$ cat src/design/scc_defs.vh
`ifndef SCC_DEFS_VH
`define SCC_DEFS_VH
// ==========================================
// Clock divider
`define SCC_OSC_MHZ 100
`define SCC_E_DIV 4
`define SCC_PHASE_LAST 2'h3
// ==========================================
// Register bus byte offsets
`define SCC_OFS_CMD 8'h00
`define SCC_OFS_ACC 8'h04
`define SCC_OFS_FLAGS 8'h08
`define SCC_OFS_SP 8'h0C
`define SCC_OFS_INDEX 8'h10
`define SCC_OFS_RDATA 8'h14
// ==========================================
// Commands
`define SCC_OP_NOP 4'h0
`define SCC_OP_PUSH_A 4'h1
`define SCC_OP_PUSH_B 4'h2
`define SCC_OP_PULL_A 4'h3
`define SCC_OP_PULL_B 4'h4
`define SCC_OP_ADD 4'h5
`define SCC_OP_SUB 4'h6
`define SCC_OP_LOAD 4'h7
`define SCC_OP_STORE 4'h8
`define SCC_OP_JUMP 4'h9
`define SCC_OP_STEP 4'hA
`define SCC_OP_WAIT 4'hB
`define SCC_OP_CLI 4'hC
`define SCC_OP_SEI 4'hD
// ==========================================
// Vectors and reset values
`define SCC_VEC_IRQ 16'hFFF8
`define SCC_VEC_NMI 16'hFFFC
`define SCC_VEC_RST 16'hFFFE
`define SCC_SP_RST 16'h0000
`define SCC_FLAGS_RST 8'hD0
`define SCC_FLAGS_ONES 8'hC0
`define SCC_FLAG_C 0
`define SCC_FLAG_V 1
`define SCC_FLAG_Z 2
`define SCC_FLAG_N 3
`define SCC_FLAG_I 4
`define SCC_FLAG_H 5
// ==========================================
// Address decode
`define SCC_RAM_PAGE_HI 9'h000
`define SCC_PG_PORT_TMR 8'hF1
`define SCC_PG_SERIAL 8'hF2
`define SCC_PG_LINK 8'hF3
`define SCC_PG_PANEL 8'hF4
`define SCC_PG_FLAG 8'hF7
`define SCC_PG_BOOT_LO 8'hF8
`define SCC_PG_BUF_LO 8'h18
`define SCC_PG_BUF_HI 8'h7F
`define SCC_TMR_SUB 5'h10
// ==========================================
// Timer register layout
`define SCC_TMR_CR13 3'h0
`define SCC_TMR_CR2 3'h1
`define SCC_CR_HOLD 0
`define SCC_CR_SEL 0
`define SCC_CR_IE 6
`define SCC_CR_OE 7
`endif

$ cat src/design/scc_scratch_ram.v
`timescale 1ns/1ps
`default_nettype none
module scc_scratch_ram (
	input wire clk_i,
	input wire wr_en_i,
	input wire [6:0] addr_i,
	input wire [7:0] wdata_i,
	output reg [7:0] rdata_o
);
	reg [7:0] mem [0:127];

	// No reset: contents are undefined at power-up
	always @(posedge clk_i) begin
		if (wr_en_i) begin
			mem[addr_i] <= wdata_i;
		end
		rdata_o <= mem[addr_i];
	end
endmodule
`default_nettype wire

$ cat src/design/scc_proc_core.v
// Functional notes
// RQ1 - E clock is oscillator divided by four
// RQ2 - Memory-ready low stretches E by half periods
// RQ3 - Unmasked IRQ stacks registers, vectors FFF8
// RQ4 - NMI stacks registers regardless, vectors FFFC
// RQ5 - Reset stops; restart from FFFE vector
// RQ6 - Reset sets interrupt mask flag
// RQ7 - Halt stops execution; pending events kept
// RQ8 - Halt or wait: bus available, buses released
// RQ9 - Valid address high only for real cycles
// RQ10 - Read/write high reads, low writes
// RQ11 - Push writes at SP, then decrements
// RQ12 - Pull increments SP, then reads
// RQ13 - Carry, overflow, zero, negative flags
// RQ14 - Half carry from bit 3 sets bit 5
// RQ15 - IRQ sets mask; bits 6,7 read one
// RQ16 - 128-byte scratch RAM at 0000-007F
// RQ17 - Scratch RAM answers only when enabled
// RQ18 - Decode pages F1, F2, F3; F0 unused
// RQ19 - Decode F4, F7, F8-FF, 18-7F
// RQ20 - Three 16-bit timers, controls, status
// RQ21 - Timer 2 counts timer 1 underflows
// RQ22 - Timer interrupt out; timer 3 line clock
// RQ23 - Timer at F18X; CR2 bit 0 selects
// RQ24 - Chip enables only with valid address
// RQ25 - PC changes only by step, jump, vector
`include "scc_defs.vh"
`timescale 1ns/1ps
`default_nettype none
module scc_proc_core (
	input wire REF_CLK_I,
	input wire RST_N_I,
	input wire WB_CYC_I,
	input wire WB_STB_I,
	input wire WB_WE_I,
	input wire [7:0] WB_ADR_I,
	input wire [3:0] WB_SEL_I,
	input wire [31:0] WB_DAT_I,
	output wire [31:0] WB_DAT_O,
	output wire WB_ACK_O,
	output wire E_CLK_O,
	output wire [15:0] ADDR_O,
	output wire ADDR_OE_O,
	output wire [7:0] DATA_O,
	output wire DATA_OE_O,
	input wire [7:0] DATA_I,
	output wire RW_O,
	output wire VALID_ADDR_O,
	output wire BUS_AVAIL_O,
	input wire MEMORY_READY_IN_I,
	input wire IRQ_N_I,
	input wire NMI_N_I,
	input wire HALT_N_I,
	input wire SCRATCH_RAM_ENABLE_I,
	output wire CE_PORT_TIMER_O,
	output wire CE_SERIAL_O,
	output wire CE_LINK_O,
	output wire CE_PANEL_O,
	output wire CE_FLAG_O,
	output wire CE_BOOT_O,
	output wire CE_BUFFER_O,
	output wire TIMER_IRQ_O,
	output wire LINE_CLK_O
);
	localparam [2:0] ST_RESET = 3'h0;
	localparam [2:0] ST_IDLE = 3'h1;
	localparam [2:0] ST_INT = 3'h2;
	localparam [2:0] ST_CMD = 3'h3;
	localparam [2:0] ST_WAIT = 3'h4;

	function [6:0] decode_page;
		input [7:0] pg;
		begin
			decode_page = 7'h00;
			decode_page[0] = (pg == `SCC_PG_PORT_TMR);
			decode_page[1] = (pg == `SCC_PG_SERIAL);
			decode_page[2] = (pg == `SCC_PG_LINK);
			decode_page[3] = (pg == `SCC_PG_PANEL);
			decode_page[4] = (pg == `SCC_PG_FLAG);
			decode_page[5] = (pg >= `SCC_PG_BOOT_LO);
			decode_page[6] = (pg >= `SCC_PG_BUF_LO) && (pg <= `SCC_PG_BUF_HI);
		end
	endfunction

	function [31:0] merge_lanes;
		input [31:0] old;
		input [31:0] new_val;
		input [3:0] sel;
		integer k;
		begin
			merge_lanes = old;
			for (k = 0; k < 4; k = k + 1) begin
				if (sel[k]) begin
					merge_lanes[8*k +: 8] = new_val[8*k +: 8];
				end
			end
		end
	endfunction

	// ==========================================
	// E clock divider with memory-ready stretch
	reg [1:0] phase_ff;
	reg stretch_ff;
	reg e_clk_ff;
	// Stretch only in E-high half, in pairs of oscillator cycles
	wire e_hold = (phase_ff == `SCC_PHASE_LAST) && (!MEMORY_READY_IN_I || stretch_ff); // RQ2
	wire e_end = (phase_ff == `SCC_PHASE_LAST) && !e_hold;
	wire [1:0] nxt_phase = e_hold ? phase_ff : phase_ff + 2'h1;

	always @(posedge REF_CLK_I or negedge RST_N_I) begin
		if (!RST_N_I) begin
			phase_ff <= 2'h0;
			stretch_ff <= 1'b0;
			e_clk_ff <= 1'b0;
		end else begin
			phase_ff <= nxt_phase; // RQ1
			stretch_ff <= e_hold ? ~stretch_ff : 1'b0;
			e_clk_ff <= nxt_phase[1];
		end
	end

	// ==========================================
	// Processor state
	reg [2:0] state_ff;
	reg [3:0] step_ff;
	reg [15:0] vec_ff;
	reg [7:0] acc_a_ff;
	reg [7:0] acc_b_ff;
	reg [7:0] flags_ff;
	reg [15:0] sp_ff;
	reg [15:0] ix_ff;
	reg [15:0] pc_ff;
	reg [7:0] rdata_ff;
	reg [15:0] bus_addr_ff;
	reg [7:0] bus_wdata_ff;
	reg bus_rw_ff;
	reg vma_ff;
	reg [3:0] cmd_op_ff;
	reg [15:0] cmd_addr_ff;
	reg cmd_pend_ff;
	reg nmi_prev_ff;
	reg nmi_pend_ff;
	reg ack_ff;
	reg [31:0] wb_dat_ff;
	reg [7:0] push_byte;
	reg [7:0] tmr_q;
	reg [31:0] wb_rd;
	wire [7:0] ram_q;

	wire int_ram_sel = SCRATCH_RAM_ENABLE_I && (bus_addr_ff[15:7] == `SCC_RAM_PAGE_HI); // RQ16 RQ17
	wire tmr_sel = (bus_addr_ff[15:8] == `SCC_PG_PORT_TMR) && (bus_addr_ff[7:3] == `SCC_TMR_SUB); // RQ23
	wire [7:0] rd_byte = int_ram_sel ? ram_q : (tmr_sel ? tmr_q : DATA_I);
	wire bus_avail = (state_ff == ST_WAIT) || (!HALT_N_I && !vma_ff); // RQ8
	wire can_start = e_end && HALT_N_I && ((state_ff == ST_IDLE) || (state_ff == ST_WAIT)); // RQ7
	wire take_nmi = can_start && nmi_pend_ff; // RQ4
	wire take_irq = can_start && !nmi_pend_ff && !IRQ_N_I && !flags_ff[`SCC_FLAG_I]; // RQ3
	wire take_cmd = can_start && (state_ff == ST_IDLE) && !nmi_pend_ff && !take_irq && cmd_pend_ff;
	wire nmi_fall = nmi_prev_ff && !NMI_N_I;
	wire rd_done = e_end && vma_ff && bus_rw_ff;
	wire wr_done = e_end && vma_ff && !bus_rw_ff;

	// ==========================================
	// Arithmetic and flags
	wire [8:0] add_sum = {1'b0, acc_a_ff} + {1'b0, acc_b_ff};
	wire [8:0] sub_dif = {1'b0, acc_a_ff} - {1'b0, acc_b_ff};
	wire [4:0] half_sum = {1'b0, acc_a_ff[3:0]} + {1'b0, acc_b_ff[3:0]};
	wire add_v = (acc_a_ff[7] == acc_b_ff[7]) && (add_sum[7] != acc_a_ff[7]);
	wire sub_v = (acc_a_ff[7] != acc_b_ff[7]) && (sub_dif[7] != acc_a_ff[7]);
	wire [7:0] add_flags = {2'h3, half_sum[4], flags_ff[4], add_sum[7], add_sum[7:0] == 8'h00,
		add_v, add_sum[8]}; // RQ13 RQ14
	wire [7:0] sub_flags = {2'h3, flags_ff[5:4], sub_dif[7], sub_dif[7:0] == 8'h00,
		sub_v, sub_dif[8]}; // RQ13

	// Stack image order: PC low first, flags last
	always @* begin
		case (step_ff + 4'h1)
			4'h1: push_byte = pc_ff[15:8];
			4'h2: push_byte = ix_ff[7:0];
			4'h3: push_byte = ix_ff[15:8];
			4'h4: push_byte = acc_a_ff;
			4'h5: push_byte = acc_b_ff;
			4'h6: push_byte = flags_ff | `SCC_FLAGS_ONES;
			default: push_byte = pc_ff[7:0];
		endcase
	end

	// ==========================================
	// Register bus slave
	wire wb_req = WB_CYC_I && WB_STB_I && !ack_ff;
	wire wb_wr = WB_CYC_I && WB_STB_I && WB_WE_I && ack_ff;
	wire [7:0] wb_ofs = {WB_ADR_I[7:2], 2'h0};
	// Software state may only change while nothing is executing
	wire wb_idle = !cmd_pend_ff && (state_ff == ST_IDLE || state_ff == ST_WAIT);
	wire wb_cmd_wr = wb_wr && wb_idle && (wb_ofs == `SCC_OFS_CMD) && WB_SEL_I[0];
	wire [31:0] acc_word = {16'h0000, acc_b_ff, acc_a_ff};
	wire [31:0] cmd_word = {cmd_addr_ff, 12'h000, cmd_op_ff};
	wire [31:0] acc_new = merge_lanes(acc_word, WB_DAT_I, WB_SEL_I);
	wire [31:0] flg_new = merge_lanes({24'h0, flags_ff}, WB_DAT_I, WB_SEL_I);
	wire [31:0] sp_new = merge_lanes({16'h0, sp_ff}, WB_DAT_I, WB_SEL_I);
	wire [31:0] ix_new = merge_lanes({16'h0, ix_ff}, WB_DAT_I, WB_SEL_I);
	wire [31:0] cmd_new = merge_lanes(cmd_word, WB_DAT_I, WB_SEL_I);

	always @* begin
		case (wb_ofs)
			`SCC_OFS_CMD: wb_rd = {29'h0, state_ff == ST_WAIT, bus_avail, !wb_idle};
			`SCC_OFS_ACC: wb_rd = acc_word;
			`SCC_OFS_FLAGS: wb_rd = {24'h0, flags_ff | `SCC_FLAGS_ONES}; // RQ15
			`SCC_OFS_SP: wb_rd = {16'h0, sp_ff};
			`SCC_OFS_INDEX: wb_rd = {16'h0, ix_ff};
			`SCC_OFS_RDATA: wb_rd = {24'h0, rdata_ff};
			default: wb_rd = 32'h0000_0000;
		endcase
	end

	always @(posedge REF_CLK_I or negedge RST_N_I) begin
		if (!RST_N_I) begin
			ack_ff <= 1'b0;
			wb_dat_ff <= 32'h0000_0000;
		end else begin
			ack_ff <= wb_req;
			if (wb_req) begin
				wb_dat_ff <= wb_rd;
			end
		end
	end

	// ==========================================
	// Sequencer: one bus cycle per E period
	always @(posedge REF_CLK_I or negedge RST_N_I) begin
		if (!RST_N_I) begin
			state_ff <= ST_RESET; // RQ5
			step_ff <= 4'h0;
			vec_ff <= `SCC_VEC_RST;
			acc_a_ff <= 8'h00;
			acc_b_ff <= 8'h00;
			flags_ff <= `SCC_FLAGS_RST; // RQ6
			sp_ff <= `SCC_SP_RST;
			ix_ff <= 16'h0000;
			pc_ff <= 16'h0000;
			rdata_ff <= 8'h00;
			bus_addr_ff <= 16'h0000;
			bus_wdata_ff <= 8'h00;
			bus_rw_ff <= 1'b1;
			vma_ff <= 1'b0;
			cmd_op_ff <= `SCC_OP_NOP;
			cmd_addr_ff <= 16'h0000;
			cmd_pend_ff <= 1'b0;
			nmi_prev_ff <= 1'b1;
			nmi_pend_ff <= 1'b0;
		end else begin
			nmi_prev_ff <= NMI_N_I;
			nmi_pend_ff <= nmi_fall || (nmi_pend_ff && !take_nmi); // RQ7
			cmd_pend_ff <= wb_cmd_wr || (cmd_pend_ff && !take_cmd);
			if (wb_cmd_wr) begin
				cmd_op_ff <= cmd_new[3:0];
				cmd_addr_ff <= cmd_new[31:16];
			end
			if (wb_wr && wb_idle) begin
				case (wb_ofs)
					`SCC_OFS_ACC: begin
						acc_a_ff <= acc_new[7:0];
						acc_b_ff <= acc_new[15:8];
					end
					`SCC_OFS_FLAGS: flags_ff <= flg_new[7:0] | `SCC_FLAGS_ONES;
					`SCC_OFS_SP: sp_ff <= sp_new[15:0];
					`SCC_OFS_INDEX: ix_ff <= ix_new[15:0];
					default: ;
				endcase
			end
			if (rd_done) begin
				rdata_ff <= rd_byte;
			end
			if (e_end) begin
				case (state_ff)
					ST_RESET: begin
						if (HALT_N_I) begin // RQ7
							state_ff <= ST_INT;
							step_ff <= 4'h7;
							vec_ff <= `SCC_VEC_RST; // RQ5
							bus_addr_ff <= `SCC_VEC_RST;
							bus_rw_ff <= 1'b1;
							vma_ff <= 1'b1;
						end
					end
					ST_IDLE, ST_WAIT: begin
						if (take_nmi || take_irq) begin
							state_ff <= ST_INT;
							step_ff <= 4'h0;
							vec_ff <= take_nmi ? `SCC_VEC_NMI : `SCC_VEC_IRQ; // RQ3 RQ4
							flags_ff[`SCC_FLAG_I] <= 1'b1; // RQ15
							bus_addr_ff <= sp_ff;
							bus_wdata_ff <= pc_ff[7:0];
							bus_rw_ff <= 1'b0;
							vma_ff <= 1'b1;
						end else if (take_cmd) begin
							case (cmd_op_ff)
								`SCC_OP_PUSH_A, `SCC_OP_PUSH_B: begin
									state_ff <= ST_CMD;
									bus_addr_ff <= sp_ff; // RQ11
									bus_wdata_ff <= (cmd_op_ff == `SCC_OP_PUSH_A) ? acc_a_ff : acc_b_ff;
									bus_rw_ff <= 1'b0; // RQ10
									vma_ff <= 1'b1; // RQ9
								end
								`SCC_OP_PULL_A, `SCC_OP_PULL_B: begin
									state_ff <= ST_CMD;
									bus_addr_ff <= sp_ff + 16'h0001; // RQ12
									bus_rw_ff <= 1'b1; // RQ10
									vma_ff <= 1'b1;
								end
								`SCC_OP_LOAD, `SCC_OP_STEP: begin
									state_ff <= ST_CMD;
									bus_addr_ff <= (cmd_op_ff == `SCC_OP_STEP) ? pc_ff : cmd_addr_ff;
									bus_rw_ff <= 1'b1;
									vma_ff <= 1'b1;
								end
								`SCC_OP_STORE: begin
									state_ff <= ST_CMD;
									bus_addr_ff <= cmd_addr_ff;
									bus_wdata_ff <= acc_a_ff;
									bus_rw_ff <= 1'b0;
									vma_ff <= 1'b1;
								end
								`SCC_OP_ADD: begin
									acc_a_ff <= add_sum[7:0];
									flags_ff <= add_flags; // RQ13 RQ14
								end
								`SCC_OP_SUB: begin
									acc_a_ff <= sub_dif[7:0];
									flags_ff <= sub_flags; // RQ13
								end
								`SCC_OP_JUMP: pc_ff <= cmd_addr_ff; // RQ25
								`SCC_OP_WAIT: state_ff <= ST_WAIT; // RQ8
								`SCC_OP_CLI: flags_ff[`SCC_FLAG_I] <= 1'b0;
								`SCC_OP_SEI: flags_ff[`SCC_FLAG_I] <= 1'b1;
								default: ;
							endcase
						end
					end
					ST_INT: begin
						if (step_ff < 4'h6) begin
							step_ff <= step_ff + 4'h1;
							sp_ff <= sp_ff - 16'h0001;
							bus_addr_ff <= sp_ff - 16'h0001;
							bus_wdata_ff <= push_byte;
						end else if (step_ff == 4'h6) begin
							step_ff <= 4'h7;
							sp_ff <= sp_ff - 16'h0001;
							bus_addr_ff <= vec_ff;
							bus_rw_ff <= 1'b1;
						end else if (step_ff == 4'h7) begin
							step_ff <= 4'h8;
							pc_ff[15:8] <= rd_byte; // RQ25
							bus_addr_ff <= vec_ff + 16'h0001;
						end else begin
							pc_ff[7:0] <= rd_byte; // RQ25
							vma_ff <= 1'b0;
							state_ff <= ST_IDLE;
						end
					end
					ST_CMD: begin
						case (cmd_op_ff)
							`SCC_OP_PUSH_A, `SCC_OP_PUSH_B: sp_ff <= sp_ff - 16'h0001; // RQ11
							`SCC_OP_PULL_A: begin
								sp_ff <= sp_ff + 16'h0001; // RQ12
								acc_a_ff <= rd_byte;
							end
							`SCC_OP_PULL_B: begin
								sp_ff <= sp_ff + 16'h0001; // RQ12
								acc_b_ff <= rd_byte;
							end
							`SCC_OP_LOAD: acc_a_ff <= rd_byte;
							`SCC_OP_STEP: pc_ff <= pc_ff + 16'h0001; // RQ25
							default: ;
						endcase
						vma_ff <= 1'b0;
						bus_rw_ff <= 1'b1;
						state_ff <= ST_IDLE;
					end
					default: state_ff <= ST_IDLE;
				endcase
			end
		end
	end

	scc_scratch_ram u_ram (
		.clk_i(REF_CLK_I),
		.wr_en_i(wr_done && int_ram_sel), // RQ17
		.addr_i(bus_addr_ff[6:0]),
		.wdata_i(bus_wdata_ff),
		.rdata_o(ram_q)
	);

	// ==========================================
	// Triple timer
	reg [7:0] cr1_ff;
	reg [7:0] cr2_ff;
	reg [7:0] cr3_ff;
	reg [7:0] msb_buf_ff;
	wire [2:0] tmr_reg = bus_addr_ff[2:0];
	wire tmr_wr = wr_done && tmr_sel;
	wire stat_clr = rd_done && tmr_sel && (tmr_reg == `SCC_TMR_CR2);
	wire hold_all = cr1_ff[`SCC_CR_HOLD];
	wire [2:0] under;
	wire [2:0] tmr_out;
	wire [2:0] stat;
	wire [47:0] cnt_all;
	wire [2:0] tmr_ie = {cr3_ff[`SCC_CR_IE], cr2_ff[`SCC_CR_IE], cr1_ff[`SCC_CR_IE]};

	always @(posedge REF_CLK_I or negedge RST_N_I) begin
		if (!RST_N_I) begin
			cr1_ff <= 8'h01;
			cr2_ff <= 8'h00;
			cr3_ff <= 8'h00;
			msb_buf_ff <= 8'h00;
		end else if (tmr_wr) begin
			case (tmr_reg)
				`SCC_TMR_CR13: begin
					if (cr2_ff[`SCC_CR_SEL]) begin // RQ23
						cr1_ff <= bus_wdata_ff;
					end else begin
						cr3_ff <= bus_wdata_ff;
					end
				end
				`SCC_TMR_CR2: cr2_ff <= bus_wdata_ff;
				3'h2, 3'h4, 3'h6: msb_buf_ff <= bus_wdata_ff;
				default: ;
			endcase
		end
	end

	genvar gi;
	generate
		for (gi = 0; gi < 3; gi = gi + 1) begin : g_tmr
			reg [15:0] cnt_ff;
			reg [15:0] latch_ff;
			reg out_ff;
			reg stat_ff;
			// Timer 2 advances on timer 1 underflow, the others on E
			wire clk_en = (gi == 1) ? under[0] : e_end; // RQ21 RQ22
			wire [2:0] lsb_idx = (gi == 0) ? 3'h3 : ((gi == 1) ? 3'h5 : 3'h7);
			wire load = tmr_wr && (tmr_reg == lsb_idx);
			assign under[gi] = clk_en && !hold_all && (cnt_ff == 16'h0000);
			assign tmr_out[gi] = out_ff;
			assign stat[gi] = stat_ff;
			assign cnt_all[16*gi +: 16] = cnt_ff;
			always @(posedge REF_CLK_I or negedge RST_N_I) begin
				if (!RST_N_I) begin
					cnt_ff <= 16'hFFFF;
					latch_ff <= 16'hFFFF;
					out_ff <= 1'b0;
					stat_ff <= 1'b0;
				end else begin
					stat_ff <= under[gi] || (stat_ff && !stat_clr); // RQ20
					if (load) begin
						latch_ff <= {msb_buf_ff, bus_wdata_ff};
						cnt_ff <= {msb_buf_ff, bus_wdata_ff};
					end else if (clk_en && !hold_all) begin
						if (cnt_ff == 16'h0000) begin
							cnt_ff <= latch_ff;
							out_ff <= ~out_ff;
						end else begin
							cnt_ff <= cnt_ff - 16'h0001;
						end
					end
				end
			end
		end
	endgenerate

	always @* begin
		case (tmr_reg)
			`SCC_TMR_CR2: tmr_q = {|(stat & tmr_ie), 4'h0, stat}; // RQ20
			3'h2: tmr_q = cnt_all[15:8];
			3'h3: tmr_q = cnt_all[7:0];
			3'h4: tmr_q = cnt_all[31:24];
			3'h5: tmr_q = cnt_all[23:16];
			3'h6: tmr_q = cnt_all[47:40];
			3'h7: tmr_q = cnt_all[39:32];
			default: tmr_q = 8'h00;
		endcase
	end

	// ==========================================
	// Outputs
	wire [6:0] ce = vma_ff ? decode_page(bus_addr_ff[15:8]) : 7'h00; // RQ18 RQ19 RQ24
	assign CE_PORT_TIMER_O = ce[0];
	assign CE_SERIAL_O = ce[1];
	assign CE_LINK_O = ce[2];
	assign CE_PANEL_O = ce[3];
	assign CE_FLAG_O = ce[4];
	assign CE_BOOT_O = ce[5];
	assign CE_BUFFER_O = ce[6];
	assign TIMER_IRQ_O = |(stat & tmr_ie); // RQ22
	assign LINE_CLK_O = tmr_out[2] && cr3_ff[`SCC_CR_OE]; // RQ22
	assign E_CLK_O = e_clk_ff;
	assign ADDR_O = bus_addr_ff;
	assign ADDR_OE_O = !bus_avail; // RQ8
	assign DATA_O = bus_wdata_ff;
	assign DATA_OE_O = vma_ff && !bus_rw_ff && !bus_avail;
	assign RW_O = bus_rw_ff;
	assign VALID_ADDR_O = vma_ff; // RQ9
	assign BUS_AVAIL_O = bus_avail;
	assign WB_DAT_O = wb_dat_ff;
	assign WB_ACK_O = ack_ff;
endmodule
`default_nettype wire

$ cat config.mk
export PLATFORM = sky130hd
export DESIGN_NAME = scc_proc_core
export DESIGN_NICKNAME = d
export VERILOG_FILES = /design/src/design/scc_scratch_ram.v /design/src/design/scc_proc_core.v
export VERILOG_INCLUDE_DIRS = /design/src /design/src/design
export SDC_FILE = /design/constraint.sdc
export NUM_CORES = 2
export LEC_CHECK = 0
export BUFFER_PORTS_ARGS = -buffer_cell sky130_fd_sc_hd__buf_4
export CORE_ASPECT_RATIO = 0.75
export CORE_MARGIN = 2
export CORE_UTILIZATION = 37
export DETAILED_ROUTE_END_ITERATION = 6
export PLACE_DENSITY_LB_ADDON = 0.05
export SETUP_SLACK_MARGIN = 0.5
export SKIP_CTS_REPAIR_TIMING = 1
export SLEW_MARGIN = 20
export SYNTH_ARGS = -nofsm -noshare
export SYNTH_HDL_FRONTEND = slang
export SYNTH_SLANG_ARGS = --single-unit
$ cat constraint.sdc
create_clock -name REF_CLK_I -period 2.9 [get_ports REF_CLK_I]
set_input_delay 0.435 -clock REF_CLK_I [delete_from_list [all_inputs] [get_ports REF_CLK_I]]
set_output_delay 0.435 -clock REF_CLK_I [all_outputs]
set_load 0.1 [all_outputs]
# Word level (Yosys, flattened, before mapping)
# Memory sizes are Yosys's and may differ from the RTL's. A register that Yosys moved wholly into a read port is not among the register bits.
# Cells that the tools add are included.
[word_totals]
ff_bits = 318
ramBits = 1024
inputBits = 62
out_inout_bits = 72
wordCells = 367
memories = 1
[mem_list]
columns = ["memory", "depth", "word_bits", "read_ports", "rd_ports_with_merged_regs", "wr", "line_no", "text"]
rows = [
  ["u_ram.mem", 128, 8, 1, 1, 1, "scc_scratch_ram.v:10", "reg [7:0] mem [0:127];"],
]
[op_classes]
addsub = 12
n_lt_le_gt_ge = 4
eq_ne = 69
n_mux = 109
n_bitwise = 5
n_reduce_logical = 124
[ops]
columns = ["cell", "count"]
rows = [
  ["$mux 16", 28],
  ["$mux 8", 28],
  ["$pmux 16 s2", 3],
  ["$pmux 16 s3", 2],
  ["$pmux 16 s6", 1],
  ["$pmux 16 s4", 1],
  ["$pmux 8 s2", 4],
  ["$sub 16x1->16 const B", 4],
  ["$pmux 8 s7", 1],
  ["$logic_and 1x1->1", 50],
  ["$add 16x1->16 const B", 3],
  ["$logic_not 16->1", 3],
  ["$pmux 8 s6", 1],
  ["$eq 8x8->1 const B", 5],
  ["$eq 4x3->1 const B", 9],
  ["$eq 4x4->1 const B", 6],
  ["$logic_not 8->1", 3],
  ["$mux 3", 8],
  ["$mux 4", 6],
  ["$ne 2x2->1 const B", 11],
  ["$logic_not 1->1", 18],
  ["$reduce_and 9->1", 2],
  ["$eq 4x2->1 const B", 4],
  ["$eq 3x3->1 const B", 5],
  ["other kinds (54)", 117],
]

# Logic depth before layout (Yosys ltp)
[depth]
word_depth = 17
ltp_mapped = 12

# Modules after synthesis
# From an unflattened synthesis, not the netlist that was laid out.
[hier_totals]
cells_unflattened = 4564
hier_area_um2 = 58237.1
[by_module_without_submodules]
columns = ["module", "n_inst", "cells_each", "area_per_inst_um2", "seq_area_each_um2"]
rows = [
  ["scc_scratch_ram", 1, 2432, 40236.1, 30909.6],
  ["scc_proc_core", 1, 2132, 18001.0, 6884.1],
]

# Worst setup path before layout
# No wires, ideal clock.
[synth_path]
kind = "reg-to-output"
from = "register bus_addr_ff[12] (netlist: ADDR_O[12])"
to = "output port CE_PANEL_O"
t_arrival_ns = 4.258
path_slack_ns = -1.793
stages_incl_launch_ff = 4
path_buffers = 0
path_cell_list = "dfrtp_1 and4_1 nand2_1 nor4_1"
[synth_between]
elab_chain_len = 2
[synth_rtl]
columns = ["item", "line_no", "text"]
rows = [
  ["start, declared", "scc_proc_core.v:134", "reg [15:0] bus_addr_ff;"],
  ["start signal, assigned", "scc_proc_core.v:280", "bus_addr_ff <= `SCC_VEC_RST;"],
  ["start signal, assigned", "scc_proc_core.v:291", "bus_addr_ff <= sp_ff;"],
  ["start signal, assigned", "scc_proc_core.v:299", "bus_addr_ff <= sp_ff;"],
  ["$eq 8x8->1 (no line)", "-", ""],
  ["$mux 7", "scc_proc_core.v:485", "wire [6:0] ce = vma_ff ? decode_page(bus_addr_ff[15:8]) : 7'h00;"],
  ["end, declared", "scc_proc_core.v:58", "output wire CE_PANEL_O,"],
]
# No other way between the ends.

==> summary.txt <==
Yosys
  • Synth Area in Simple Gates: 9.27%
  • Post-synthesis sequential area ratio: 65.0%
  • Most used DFF post-synth: edfxtp_1
  • Area share of the leading cell type in the synthesized netlist: 52.9%
  • Post-Synth Adder-Cell Area: less than 1%
  • Mean area per synthesized cell: between 10 and 15 µm²
  • EDFF count, synth: 1024
  • YS warnings: 0
  • Cell Area, Synth: ~58000 µm²
  • Seq cells post-synth: ~1300
  • Post-Syn Instances: around 4400
  • Leading area contributor after synthesis: edfxtp_1
  • Synth Area in XOR/XNOR: less than 1%
  • Post-synthesis cell type count: 95
  • Main combinational cell family by area after synthesis: compound AO/OA/AOI/OAI gates
  • Mux contribution to synthesized area: under 10%
  • Complex-gate fraction of the synthesized area: between 10% and 20%
  • Main area contributors after synthesis: edfxtp_1 (53%), dfrtp_1 (7.2%), dfstp_2 (4.6%)
  • Asr flop ratio synth: 20.7%

Layout
  • Most common cell after layout, fill and taps aside: edfxtp_1
  • Top flop regs: u_ram.mem: 1024 flops, g_tmr.cnt_ff: 48 flops, g_tmr.latch_ff: 48 flops
  • Share of layout cells above drive strength 1: a little under two fifths
  • Number of flip-flops in the largest register: slightly above 1000
  • Area growth syn-to-layout: 32.0%
  • Largest Register: u_ram.mem
  • Post-Layout Cell Count: about 7500
  • Commonest cells after routing, fill and taps aside: edfxtp_1 (1024), buf_4 (734), nand2_1 (362)
  • Net count, final: roughly 5300
  • Final instance area: roughly 77000 µm²
  • Final Util: about 49%

STA
  • Slew Viols, Final: 0
  • Worst slew pin tran: about 1.1 ns
  • Final TNS setup: -0.135 ns
  • # setup viols final: 2
  • RSZ-0062 raised after global routing: yes
  • Tmin final: 2.99 ns
  • Slew HR: about a quarter
  • Min setup slack post-route: -0.0913 ns
  • Min Hold Slack: around 0.021 ns
  • Fmax: 334 MHz
  • Final worst path period share: 103%
  • Final Hold Vio Count: 0
  • Skew final: about 0.030 ns

Clock network
  • Root Driver: clkbuf_16
  • H-tree depth: 4
  • CTS tree: built
  • Clock buffer depth: 3
  • CTS Sinks: approximately 1300
  • TritonCTS Buffers: ~140
  • CTS clk-pin slew, worst paths: approximately 0.07 ns
  • Skew-Pair Late Insertion Delay: ~0.80 ns

Global route
  • Met3 usage: 6.16%
  • Largest net degree at the start of global routing: around 140
  • Initial antenna violation count: 7
  • GRT Residual Overflow: 0
  • Gr busiest metal: met1
  • First-pass GRT wire length: roughly 320000 µm
  • GRT met1 Usage: ~46%
  • Number of global-route vias before repair: ~40000
  • GR Util met2: 37.3%
  • GRT Overall Usage: between 20% and 30%

Floorplan
  • Chip height: 347 µm
  • Core Area: ~160000 µm²
  • Die footprint: roughly 160000 µm²
  • Initial core utilization: roughly 37%
  • IO Pins: roughly 130
  • Die Wd: approximately 460 µm
  • Rows: around 130

Worst hold path
  • WHS Endpoint: cmd_op_ff[2]
  • Min-Delay Path Class: in2reg
  • HP Start: WB_DAT_I[2]
  • Worst Hold Depth: 3

Worst setup path
  • WP data required: approximately 3.7 ns
  • Worst setup startpoint: ADDR_O[0]
  • Register-to-Register Path Depth: 10
  • Worst Path Arrival: approximately 3.7 ns
  • Worst R2R End: u_ram.rdata_o[1]
  • Worst r2r src: ADDR_O[0]
  • Setup crit end kind: flop
  • Crit start category: flop
  • Reg2reg setup slack: -0.09 ns
  • Crit path kind: reg2reg
  • Crit-path max FO: 10

Run status
  • Status: complete, but fails checks
  • Failing checks: setup timing

Power
  • Power Density: 953 nW/µm²
  • VDD IR-drop max: a little over 0.0009 V
  • Tot Pwr: roughly 73 mW
  • Leakage: 28.3 nW

Routing
  • Antenna-violating nets left: 0
  • Overall via count from detail_route: roughly 44000
  • Wirelength, routed: ~240000 µm
  • WL per Instance: 31.7 µm
  • Detailed Routing Iterations Pass 1: 6
  • 1st-iter DRT viols: ~5600
  • Vias/cell: about 5.9
  • Final routed DRC violation total: 0

Placement
  • DP Area: 67400 µm²
  • Final GP Congestion: 0.965
  • Pre-CTS WS: -0.418 ns
  • IO Port Bufs: ~120
  • Post-DP HPWL: approximately 160000 µm
  • Placed Cells incl. Taps: between 6000 and 7000

Job
  • Max-cap violations: 0
kinds of logic (layout without fill, tap and decap cells):
family / after synthesis / count (layout)
XOR/XNOR: 45 / 45
AND/OR/NAND/NOR: 1184 / 1186
buffers and inverters: 387 / 1308
other: 1 / 18
adder cells (fa/ha/maj): 36 / 36
AO/OA/AOI/OAI: 1095 / 1095
flip-flops: 1302 / 1302
multiplexers: 373 / 373
cell type report:
cell class / instances / area (µm²)
Fill cell: 13800 / 78800
Sequential cell: 1302 / 37900
Multi-Input combinational cell: 2751 / 21800
Timing Repair Buffer: 974 / 9570
Clock buffer: 195 / 3930
Tap cell: 2095 / 2620
Clock inverter: 66 / 604
Inverter: 73 / 297
Antenna cell: 2 / 5.00
where the power goes:
part | internal [mW] | leakage [nW] | total, mW | switching [mW]
clock | 10.2 | 2.20 | 18.1 | 7.92
combinational | 11.5 | 13.4 | 30.4 | 18.9
sequential | 22.9 | 12.6 | 24.6 | 1.76
metal layers:
layer	vias up	wire [µm]
met5	-	20
met4	4	3820
met3	244	22200
met2	1963	94500
met1	23000	115000
li1	18900	-
critical path, cell delays in order, from the launching register on:
cell	delay [ns]
dfrtp_4	0.46
buf_12	0.15
buf_12	0.16
nor2b_4	0.57
a22oi_1	0.18
nand2_1	0.10
o211ai_1	0.16
a211oi_1	0.71
a2111oi_4	0.08
buf_4	0.17
or4b_4	0.18
worst max path at each step:
stage                     slack, ns            endpoint
after detailed placement      -0.42    u_ram.rdata_o[5]
after global routing          -0.19    u_ram.rdata_o[1]
after global placement        -0.36    u_ram.rdata_o[5]
after floorplan               -0.19  g_tmr[0].cnt_ff[5]
after CTS                     -0.44    u_ram.rdata_o[5]
final                         -0.09    u_ram.rdata_o[1]
cells in the mapped netlist (23+ instances only):
| cell | instances |
|---|---|
| edfxtp_1 | 1024 |
| nor2_1 | 402 |
| nand2_1 | 401 |
| o21ai_0 | 228 |
| a21oi_1 | 215 |
| clkbuf_1 | 201 |
| dfrtp_1 | 168 |
| mux2i_1 | 159 |
| a221oi_1 | 140 |
| mux2_2 | 126 |
| dfstp_2 | 102 |
| nand3_1 | 97 |
| mux4_2 | 88 |
| o22ai_1 | 87 |
| a22oi_1 | 77 |
| inv_1 | 73 |
| nor3_1 | 59 |
| buf_2 | 44 |
| buf_1 | 41 |
| a22o_1 | 39 |
| a211oi_1 | 37 |
| ha_1 | 32 |
| nand2b_1 | 29 |
| a221o_1 | 24 |
| nor2b_1 | 24 |
| xnor2_1 | 24 |
| buf_4 | 23 |
| nand4_1 | 23 |
| o221ai_1 | 23 |
No activity file was read; power rests on OpenSTA's default activity.
